--- src/core/sxtw_pkg.sv ---
// Purpose: Shared constants and types for the skip, XOR-literal and table-store execution block.
// Assumes: One instruction cycle is four core clocks, one per quarter phase.
// Notes: Opcode fields follow the one-word instruction encoding.
// Behaviour
// - Decode test-skip-if-zero from upper bits 0110 011, access bit, 8-bit address.
// - Zero operand discards prefetched instruction and runs a no-operation; two cycles total.
// - Skipping a two-word instruction makes the test instruction take three cycles.
// - Access bit zero forces the shared access bank; one uses the bank select register.
// - Each extra skip cycle does nothing in all four quarter phases.
// - Decode XOR-literal from upper byte 0000 1010 with literal in low byte.
// - Accumulator is XORed with the 8-bit literal and written back.
// - XOR-literal updates only negative and zero flags; test-skip changes no flags.
// - Table store reads the table latch and writes it at the pointer in its last cycle.
package sxtw_pkg;
	localparam int unsigned DATA_W = 8;
	localparam int unsigned ADDR_W = 8;
	localparam int unsigned INSTR_W = 16;
	localparam logic [6:0] OP_TST_HI = 7'h33;
	localparam logic [7:0] OP_XOR_HI = 8'h0A;
	localparam int unsigned TST_HI_LSB = 9;
	localparam int unsigned XOR_HI_LSB = 8;
	localparam int unsigned ACCESS_BIT = 8;
	localparam logic [DATA_W-1:0] BYTE_ZERO = 8'h00;
	localparam logic [DATA_W-1:0] ACC_RST = 8'h00;
	localparam logic [1:0] SKIP_ONE = 2'h1;
	localparam logic [1:0] SKIP_TWO = 2'h2;

	typedef enum logic [3:0]
	{
		SXTW_Q1 = 4'h1,
		SXTW_Q2 = 4'h2,
		SXTW_Q3 = 4'h4,
		SXTW_Q4 = 4'h8
	} sxtw_phase_t;

	typedef enum logic [2:0]
	{
		SXTW_RUN = 3'h1,
		SXTW_SKIP = 3'h2,
		SXTW_TBL = 3'h4
	} sxtw_exec_t;

	typedef enum logic [4:0]
	{
		SXTW_OP_NONE = 5'h01,
		SXTW_OP_TST = 5'h02,
		SXTW_OP_XOR = 5'h04,
		SXTW_OP_TPOST = 5'h08,
		SXTW_OP_TPRE = 5'h10
	} sxtw_op_t;
endpackage

--- src/core/sxtw_exec.sv ---
// Purpose: Executes test-skip-if-zero, XOR-literal-into-accumulator and the table store tail.
// Assumes: Register file read data is valid combinationally while file_re_q is high.
// Notes: Inputs come from core logic on clk, so none is synchronised.
`timescale 1ns/1ns
module sxtw_exec
	import sxtw_pkg::*;
#(
	parameter int unsigned BANK_W = 4,
	parameter int unsigned PTR_W = 22,
	parameter logic [BANK_W-1:0] ACCESS_BANK = '0
)
(
	input wire logic clk,
	input wire logic sys_rst,
	input wire logic instr_valid,
	input wire logic [INSTR_W-1:0] instr_word,
	input wire logic next_two_word,
	input wire logic tbl_req,
	input wire logic tbl_pre_inc,
	input wire logic [DATA_W-1:0] table_data_latch,
	input wire logic ptr_load,
	input wire logic [PTR_W-1:0] ptr_load_val,
	input wire logic [BANK_W-1:0] bank_select_reg,
	input wire logic [DATA_W-1:0] file_rdata,
	output logic [3:0] q_phase_q,
	output logic skip_nop_q,
	output logic file_re_q,
	output logic [BANK_W+ADDR_W-1:0] file_addr_q,
	output logic [DATA_W-1:0] acc_q,
	output logic flag_n_q,
	output logic flag_z_q,
	output logic [PTR_W-1:0] table_pointer_q,
	output logic hold_we_q,
	output logic [PTR_W-1:0] hold_addr_q,
	output logic [DATA_W-1:0] hold_data_q
);
	sxtw_phase_t ph_q, ph_d;
	sxtw_exec_t ex_q, ex_d;
	sxtw_op_t op_q, op_d;
	logic [INSTR_W-1:0] ir_q, ir_d;
	logic [DATA_W-1:0] lit_q, lit_d, res_q, res_d, tdat_q, tdat_d;
	logic [DATA_W-1:0] acc_d, hold_data_d;
	logic zero_q, zero_d, skip_nop_d, file_re_d, n_d, z_d, hold_we_d;
	logic tbl_pre_inc_q, tbl_pre_inc_d;
	logic [1:0] skip_left_q, skip_left_d;
	logic [BANK_W+ADDR_W-1:0] file_addr_d;
	logic [PTR_W-1:0] ptr_d, hold_addr_d;

	assign q_phase_q = ph_q;

	always_comb
	begin
		ph_d = ph_q;
		ex_d = ex_q;
		op_d = op_q;
		ir_d = ir_q;
		lit_d = lit_q;
		res_d = res_q;
		tdat_d = tdat_q;
		acc_d = acc_q;
		n_d = flag_n_q;
		z_d = flag_z_q;
		zero_d = zero_q;
		skip_nop_d = skip_nop_q;
		skip_left_d = skip_left_q;
		file_re_d = 1'b0;
		file_addr_d = file_addr_q;
		ptr_d = table_pointer_q;
		hold_we_d = 1'b0;
		hold_addr_d = hold_addr_q;
		hold_data_d = hold_data_q;
		case (ph_q)
			SXTW_Q1: ph_d = SXTW_Q2;
			SXTW_Q2: ph_d = SXTW_Q3;
			SXTW_Q3: ph_d = SXTW_Q4;
			SXTW_Q4: ph_d = SXTW_Q1;
			default: ph_d = SXTW_Q1;
		endcase
		case (ex_q)
			SXTW_RUN:
			begin
				if (ptr_load)
					ptr_d = ptr_load_val;
				case (ph_q)
					SXTW_Q1:
					begin
						ir_d = instr_word;
						if (tbl_req)
							op_d = tbl_pre_inc ? SXTW_OP_TPRE : SXTW_OP_TPOST;
						else if (instr_valid && instr_word[INSTR_W-1:TST_HI_LSB] == OP_TST_HI)
							op_d = SXTW_OP_TST;
						else if (instr_valid && instr_word[INSTR_W-1:XOR_HI_LSB] == OP_XOR_HI)
							op_d = SXTW_OP_XOR;
						else
							op_d = SXTW_OP_NONE;
					end
					SXTW_Q2:
					begin
						if (op_q == SXTW_OP_TST)
						begin
							file_re_d = 1'b1;
							file_addr_d = {ir_q[ACCESS_BIT] ? bank_select_reg : ACCESS_BANK,
								ir_q[ADDR_W-1:0]};
						end
						if (op_q == SXTW_OP_XOR)
							lit_d = ir_q[DATA_W-1:0];
						if (op_q == SXTW_OP_TPRE || op_q == SXTW_OP_TPOST)
							tdat_d = table_data_latch;
					end
					SXTW_Q3:
					begin
						if (op_q == SXTW_OP_TST)
							zero_d = (file_rdata == BYTE_ZERO);
						if (op_q == SXTW_OP_XOR)
							res_d = acc_q ^ lit_q;
					end
					SXTW_Q4:
					begin
						if (op_q == SXTW_OP_XOR)
						begin
							acc_d = res_q;
							n_d = res_q[DATA_W-1];
							z_d = (res_q == BYTE_ZERO);
						end
						if (op_q == SXTW_OP_TST && zero_q)
						begin
							ex_d = SXTW_SKIP;
							skip_nop_d = 1'b1;
							skip_left_d = next_two_word ? SKIP_TWO : SKIP_ONE;
						end
						if (op_q == SXTW_OP_TPRE)
							ptr_d = table_pointer_q + PTR_W'(1);
						if (op_q == SXTW_OP_TPRE || op_q == SXTW_OP_TPOST)
							ex_d = SXTW_TBL;
						op_d = SXTW_OP_NONE;
					end
					default: op_d = SXTW_OP_NONE;
				endcase
			end
			SXTW_SKIP:
			begin
				// The prefetched word is dropped here, so nothing is decoded or written.
				if (ph_q == SXTW_Q4)
				begin
					skip_left_d = skip_left_q - SKIP_ONE;
					if (skip_left_q == SKIP_ONE)
					begin
						ex_d = SXTW_RUN;
						skip_nop_d = 1'b0;
					end
				end
			end
			SXTW_TBL:
			begin
				if (ph_q == SXTW_Q4)
				begin
					hold_we_d = 1'b1;
					hold_addr_d = table_pointer_q;
					hold_data_d = tdat_q;
					if (op_q == SXTW_OP_NONE && !tbl_pre_inc_q)
						ptr_d = table_pointer_q + PTR_W'(1);
					ex_d = SXTW_RUN;
				end
			end
			default:
			begin
				ex_d = SXTW_RUN;
				skip_nop_d = 1'b0;
			end
		endcase
	end

	// The increment form must outlive the op field, which is cleared at the end of cycle one.
	always_comb
	begin
		tbl_pre_inc_d = tbl_pre_inc_q;
		if (ex_q == SXTW_RUN && ph_q == SXTW_Q4)
			tbl_pre_inc_d = (op_q == SXTW_OP_TPRE);
	end

	always_ff @(posedge clk or posedge sys_rst)
	begin
		if (sys_rst)
		begin
			ph_q <= SXTW_Q1;
			ex_q <= SXTW_RUN;
			op_q <= SXTW_OP_NONE;
			ir_q <= '0;
			lit_q <= BYTE_ZERO;
			res_q <= BYTE_ZERO;
			tdat_q <= BYTE_ZERO;
			acc_q <= ACC_RST;
			flag_n_q <= 1'b0;
			flag_z_q <= 1'b0;
			zero_q <= 1'b0;
			skip_nop_q <= 1'b0;
			skip_left_q <= '0;
			file_re_q <= 1'b0;
			file_addr_q <= '0;
			table_pointer_q <= '0;
			hold_we_q <= 1'b0;
			hold_addr_q <= '0;
			hold_data_q <= BYTE_ZERO;
			tbl_pre_inc_q <= 1'b0;
		end
		else
		begin
			ph_q <= ph_d;
			ex_q <= ex_d;
			op_q <= op_d;
			ir_q <= ir_d;
			lit_q <= lit_d;
			res_q <= res_d;
			tdat_q <= tdat_d;
			acc_q <= acc_d;
			flag_n_q <= n_d;
			flag_z_q <= z_d;
			zero_q <= zero_d;
			skip_nop_q <= skip_nop_d;
			skip_left_q <= skip_left_d;
			file_re_q <= file_re_d;
			file_addr_q <= file_addr_d;
			table_pointer_q <= ptr_d;
			hold_we_q <= hold_we_d;
			hold_addr_q <= hold_addr_d;
			hold_data_q <= hold_data_d;
			tbl_pre_inc_q <= tbl_pre_inc_d;
		end
	end
endmodule

--- config.mk ---
export PLATFORM = sky130hd
export DESIGN_NAME = sxtw_exec
export DESIGN_NICKNAME = d
export VERILOG_FILES = /design/src/core/sxtw_pkg.sv /design/src/core/sxtw_exec.sv
export SDC_FILE = /design/constraint.sdc
export NUM_CORES = 1
export LEC_CHECK = 0
export ABC_AREA = 0
export BUFFER_PORTS_ARGS = -buffer_cell sky130_fd_sc_hd__buf_2
export CAP_MARGIN = 20
export CORE_ASPECT_RATIO = 0.75
export CORE_MARGIN = 5
export CORE_UTILIZATION = 42
export CTS_CLUSTER_DIAMETER = 120
export CTS_CLUSTER_SIZE = 14
export DETAILED_ROUTE_END_ITERATION = 8
export GPL_ROUTABILITY_DRIVEN = 1
export HOLD_SLACK_MARGIN = 0.08
export PLACE_DENSITY = 0.73
export SLEW_MARGIN = 20
export SYNTH_ARGS = -nofsm -noshare
export SYNTH_HDL_FRONTEND = slang
export SYNTH_SLANG_ARGS = --single-unit
--- constraint.sdc ---
create_clock -name clk -period 4 [get_ports clk]
set_input_delay 0.6 -clock clk [delete_from_list [all_inputs] [get_ports clk]]
set_output_delay 0.6 -clock clk [all_outputs]
set_load 0.02 [all_outputs]
==> summary.txt <==
Floorplanning
  • Die area: 16200 um2
  • I/O pin total: 146
  • Initial Util: 42.5%
  • Total core area: 13600 um2
  • Die Y: 111 um
  • Die Wd: 145 um
  • Cell Rows: 37

STA
  • Final slew viol count: 0
  • Worst Tran Pin Value: 0.840 ns
  • Setup-failing EPs final: 0
  • Setup TNS: 0 ns
  • Normalized max-slew margin: 44.0%
  • RSZ-0062 raised after global routing: no
  • Period utilization: 57.6%
  • Fmax: 0.434 GHz
  • Hold WS: 0.342 ns
  • Max Clock Skew: 0.00936 ns
  • Final hold violation count: 0
  • Fin crit period: 2.31 ns

Clock tree
  • Number of buffers created by CTS: 17
  • Clk root buf: clkbuf_16
  • Post-CTS Hold Fix Bufs: 0
  • H-Tree Depth: 4
  • Postcts setup bufs: 0
  • CTS sink count: 125
  • Clk slew on worst S/H paths: 0.06 ns
  • CTS tree: done
  • Post-CTS Resized: 0
  • Bufs on Longest Clock Path: 2
  • Worst skew pair latency: 0.42 ns

Finish
  • # diodes: 0
  • Filler Cells Inserted: 1208
  • Share of cells above drive strength 1: 40.9%
  • Most frequent cells in the layout: 145 x buf_2, 122 x dfrtp_1, 71 x mux2_2
  • P&R area growth vs syn: 26.6%
  • Most common cell after layout, fill and taps aside: buf_2
  • Nets: 722

Detailed routing
  • Antenna-violating nets left: 0
  • Initial DRC count: 372
  • Routed wire length: 15400 um
  • Pre-antenna DRT Iters: 5
  • Vias per cell: 5.51
  • Vias: 4643
  • Residual DRC: 0
  • WL/cell: 18.2 um

Synthesis
  • Average cell area after synthesis: 11.4 um2
  • Post-Syn Area: 5770 um2
  • Synth Instances: 507
  • Cell variety after synth: 57
  • Top_reg_cell synth: dfrtp_1
  • YS warnings: 0
  • Post-synth EDFFs: 0
  • Post-synthesis sequential area ratio: 54.3%
  • Post-synth ARST share: 100%
  • Syn_nets: 574
  • Number of synthesized register bits: 125

Placement
  • Dpl hpwl: 11000 um
  • Routability Congestion: 0.857
  • IO buf count: 145

Worst setup path
  • Max incr delay on CP: 0.49 ns
  • CP Cell Sequence: nor4b_2 -> buf_4 -> nand4_1 -> and2_0 -> o31ai_1 -> o221a_2
  • Crit path launch type: flip-flop
  • Slowest CP cell: and2_0
  • Crit path DAT: 2.66 ns
  • CP Max Fanout: 14
  • WP data required: 4.36 ns
  • Setup CP Type: reg -> reg
  • CP Capture Type: flip-flop

Outcome
  • Outcome: finished clean

Global routing
  • GR Overflow Total: 0
  • Initial antenna violation count: 1
  • GRT Util Overall: 19.1%
  • Vias in the first global route: 4823
  • First-pass GRT wire length: 25300 um
  • Largest net degree at the start of global routing: 67

Worst hold path
  • Hold Path Class: in -> async

Power and ir drop
  • Peak VDD IR: 0.000329 V
  • Cell Pwr Density: 534 nW/um2
  • Leak: 3.58 nW

Job
  • Max-cap violations: 0
==> power breakdown <==
group          leakage (nW)  total (mW)  internal (mW)  switching, mW
Sequential             1.61        1.58           1.41          0.168
Clock                 0.305        1.63           1.00          0.631
Combinational          1.66       0.682          0.281          0.401
Total                  3.58        3.89           2.69           1.20
==> state kept, by name (all words and copies together), names as in the netlist, 2 cells and up <==
name	cells
acc_q	8
ex_q	3
hold_data_q	8
hold_addr_q	22
lit_q	8
res_q	8
skip_left_q	2
file_addr_q	12
op_q	5
tdat_q	8
q_phase_q	4
ir_q	9
table_pointer_q	22
==> kinds of logic after synthesis <==
group | after synthesis | synth area share [%]
simple gates | 164 | 16.1
flops | 125 | 54.3
compound gates | 101 | 11.1
mux | 74 | 14.4
buf+inv | 32 | 2.24
xor+xnor | 9 | 1.37
fa+ha+maj | 2 | 0.434
==> worst max-delay path: cells and delay by family (launching register included) <==
family | cells | cell delay, ns
compound gates | 2 | 0.59
simple gates | 3 | 0.96
buf+inv | 1 | 0.24
flops | 1 | 0.45
==> cell type report <==
cell class	count	area [um2]	share of cell area, %
inverters	11	43.8	0.600
flip-flops and latches	125	3130	42.9
repair buffers	150	763	10.5
clock inverters	15	204	2.79
well taps	175	219	3.00
multi-input cells	350	2510	34.4
clock buffers	17	425	5.83
==> through the flow <==
stage          cell area, um2  util, %  power [mW]  setup WS, ns  std cells
6_report                 7300     53.8        3.89          1.69        843
3_3_place_gp             6670     49.2        2.24          1.81        811
2_1_floorplan            5770        -        2.03        0.0774        507
5_1_grt                  7300     53.8        4.07          1.45        843
4_1_cts                  7300     53.8        3.92          1.70        843
3_5_place_dp             6670     49.2        2.27          1.73        811
==> synthesized netlist by cell type (5+ instances only) <==
library cell | number | share of area [%]
mux2_2 | 71 | 14
nor4_1 | 7 | 0.76
o21ai_1 | 5 | 0.43
o22ai_1 | 6 | 0.65
nor3_1 | 5 | 0.43
inv_1 | 11 | 0.72
and3_1 | 10 | 1.1
nand3_1 | 22 | 1.9
xnor2_1 | 9 | 1.4
nor2b_1 | 6 | 0.65
o21ai_0 | 25 | 2.2
o22a_1 | 5 | 0.76
dfrtp_1 | 122 | 53
nor2_1 | 21 | 1.4
nand4_1 | 7 | 0.76
nand2_1 | 47 | 3.1
clkbuf_1 | 14 | 0.91
a31oi_1 | 13 | 1.4
nand3b_1 | 6 | 0.78
a21oi_1 | 21 | 1.8
==> path summary, 6_finish.rpt <==
| kind | depth (start not counted) | slack, ns | to | startpoint |
|---|---|---|---|---|
| hold reg to reg | 1 | 0.47 | skip_nop_q | skip_nop_q |
| hold / removal | 2 | 0.34 | table_pointer_q[21] | sys_rst |
| setup / recovery | 6 | 1.69 | table_pointer_q[19] | q_phase_q[2] |
| max in group asynchronous | 3 | 2.63 | tdat_q[0] | sys_rst |
| setup reg to reg | 6 | 1.69 | table_pointer_q[19] | q_phase_q[2] |
| min in group clk | 2 | 0.37 | op_q[3] | tbl_pre_inc |
==> per-layer routing <==
layer  global-route usage [%]  vias to the layer above  share of wire, %
met1                     26.0                     2295                46
met5                        0                        -              0.13
met2                     29.6                      148                47
met4                     5.78                        2               1.5
met3                     6.06                       20               5.8
li1                         -                     2178                 -
(Power assumes the default switching activity.)
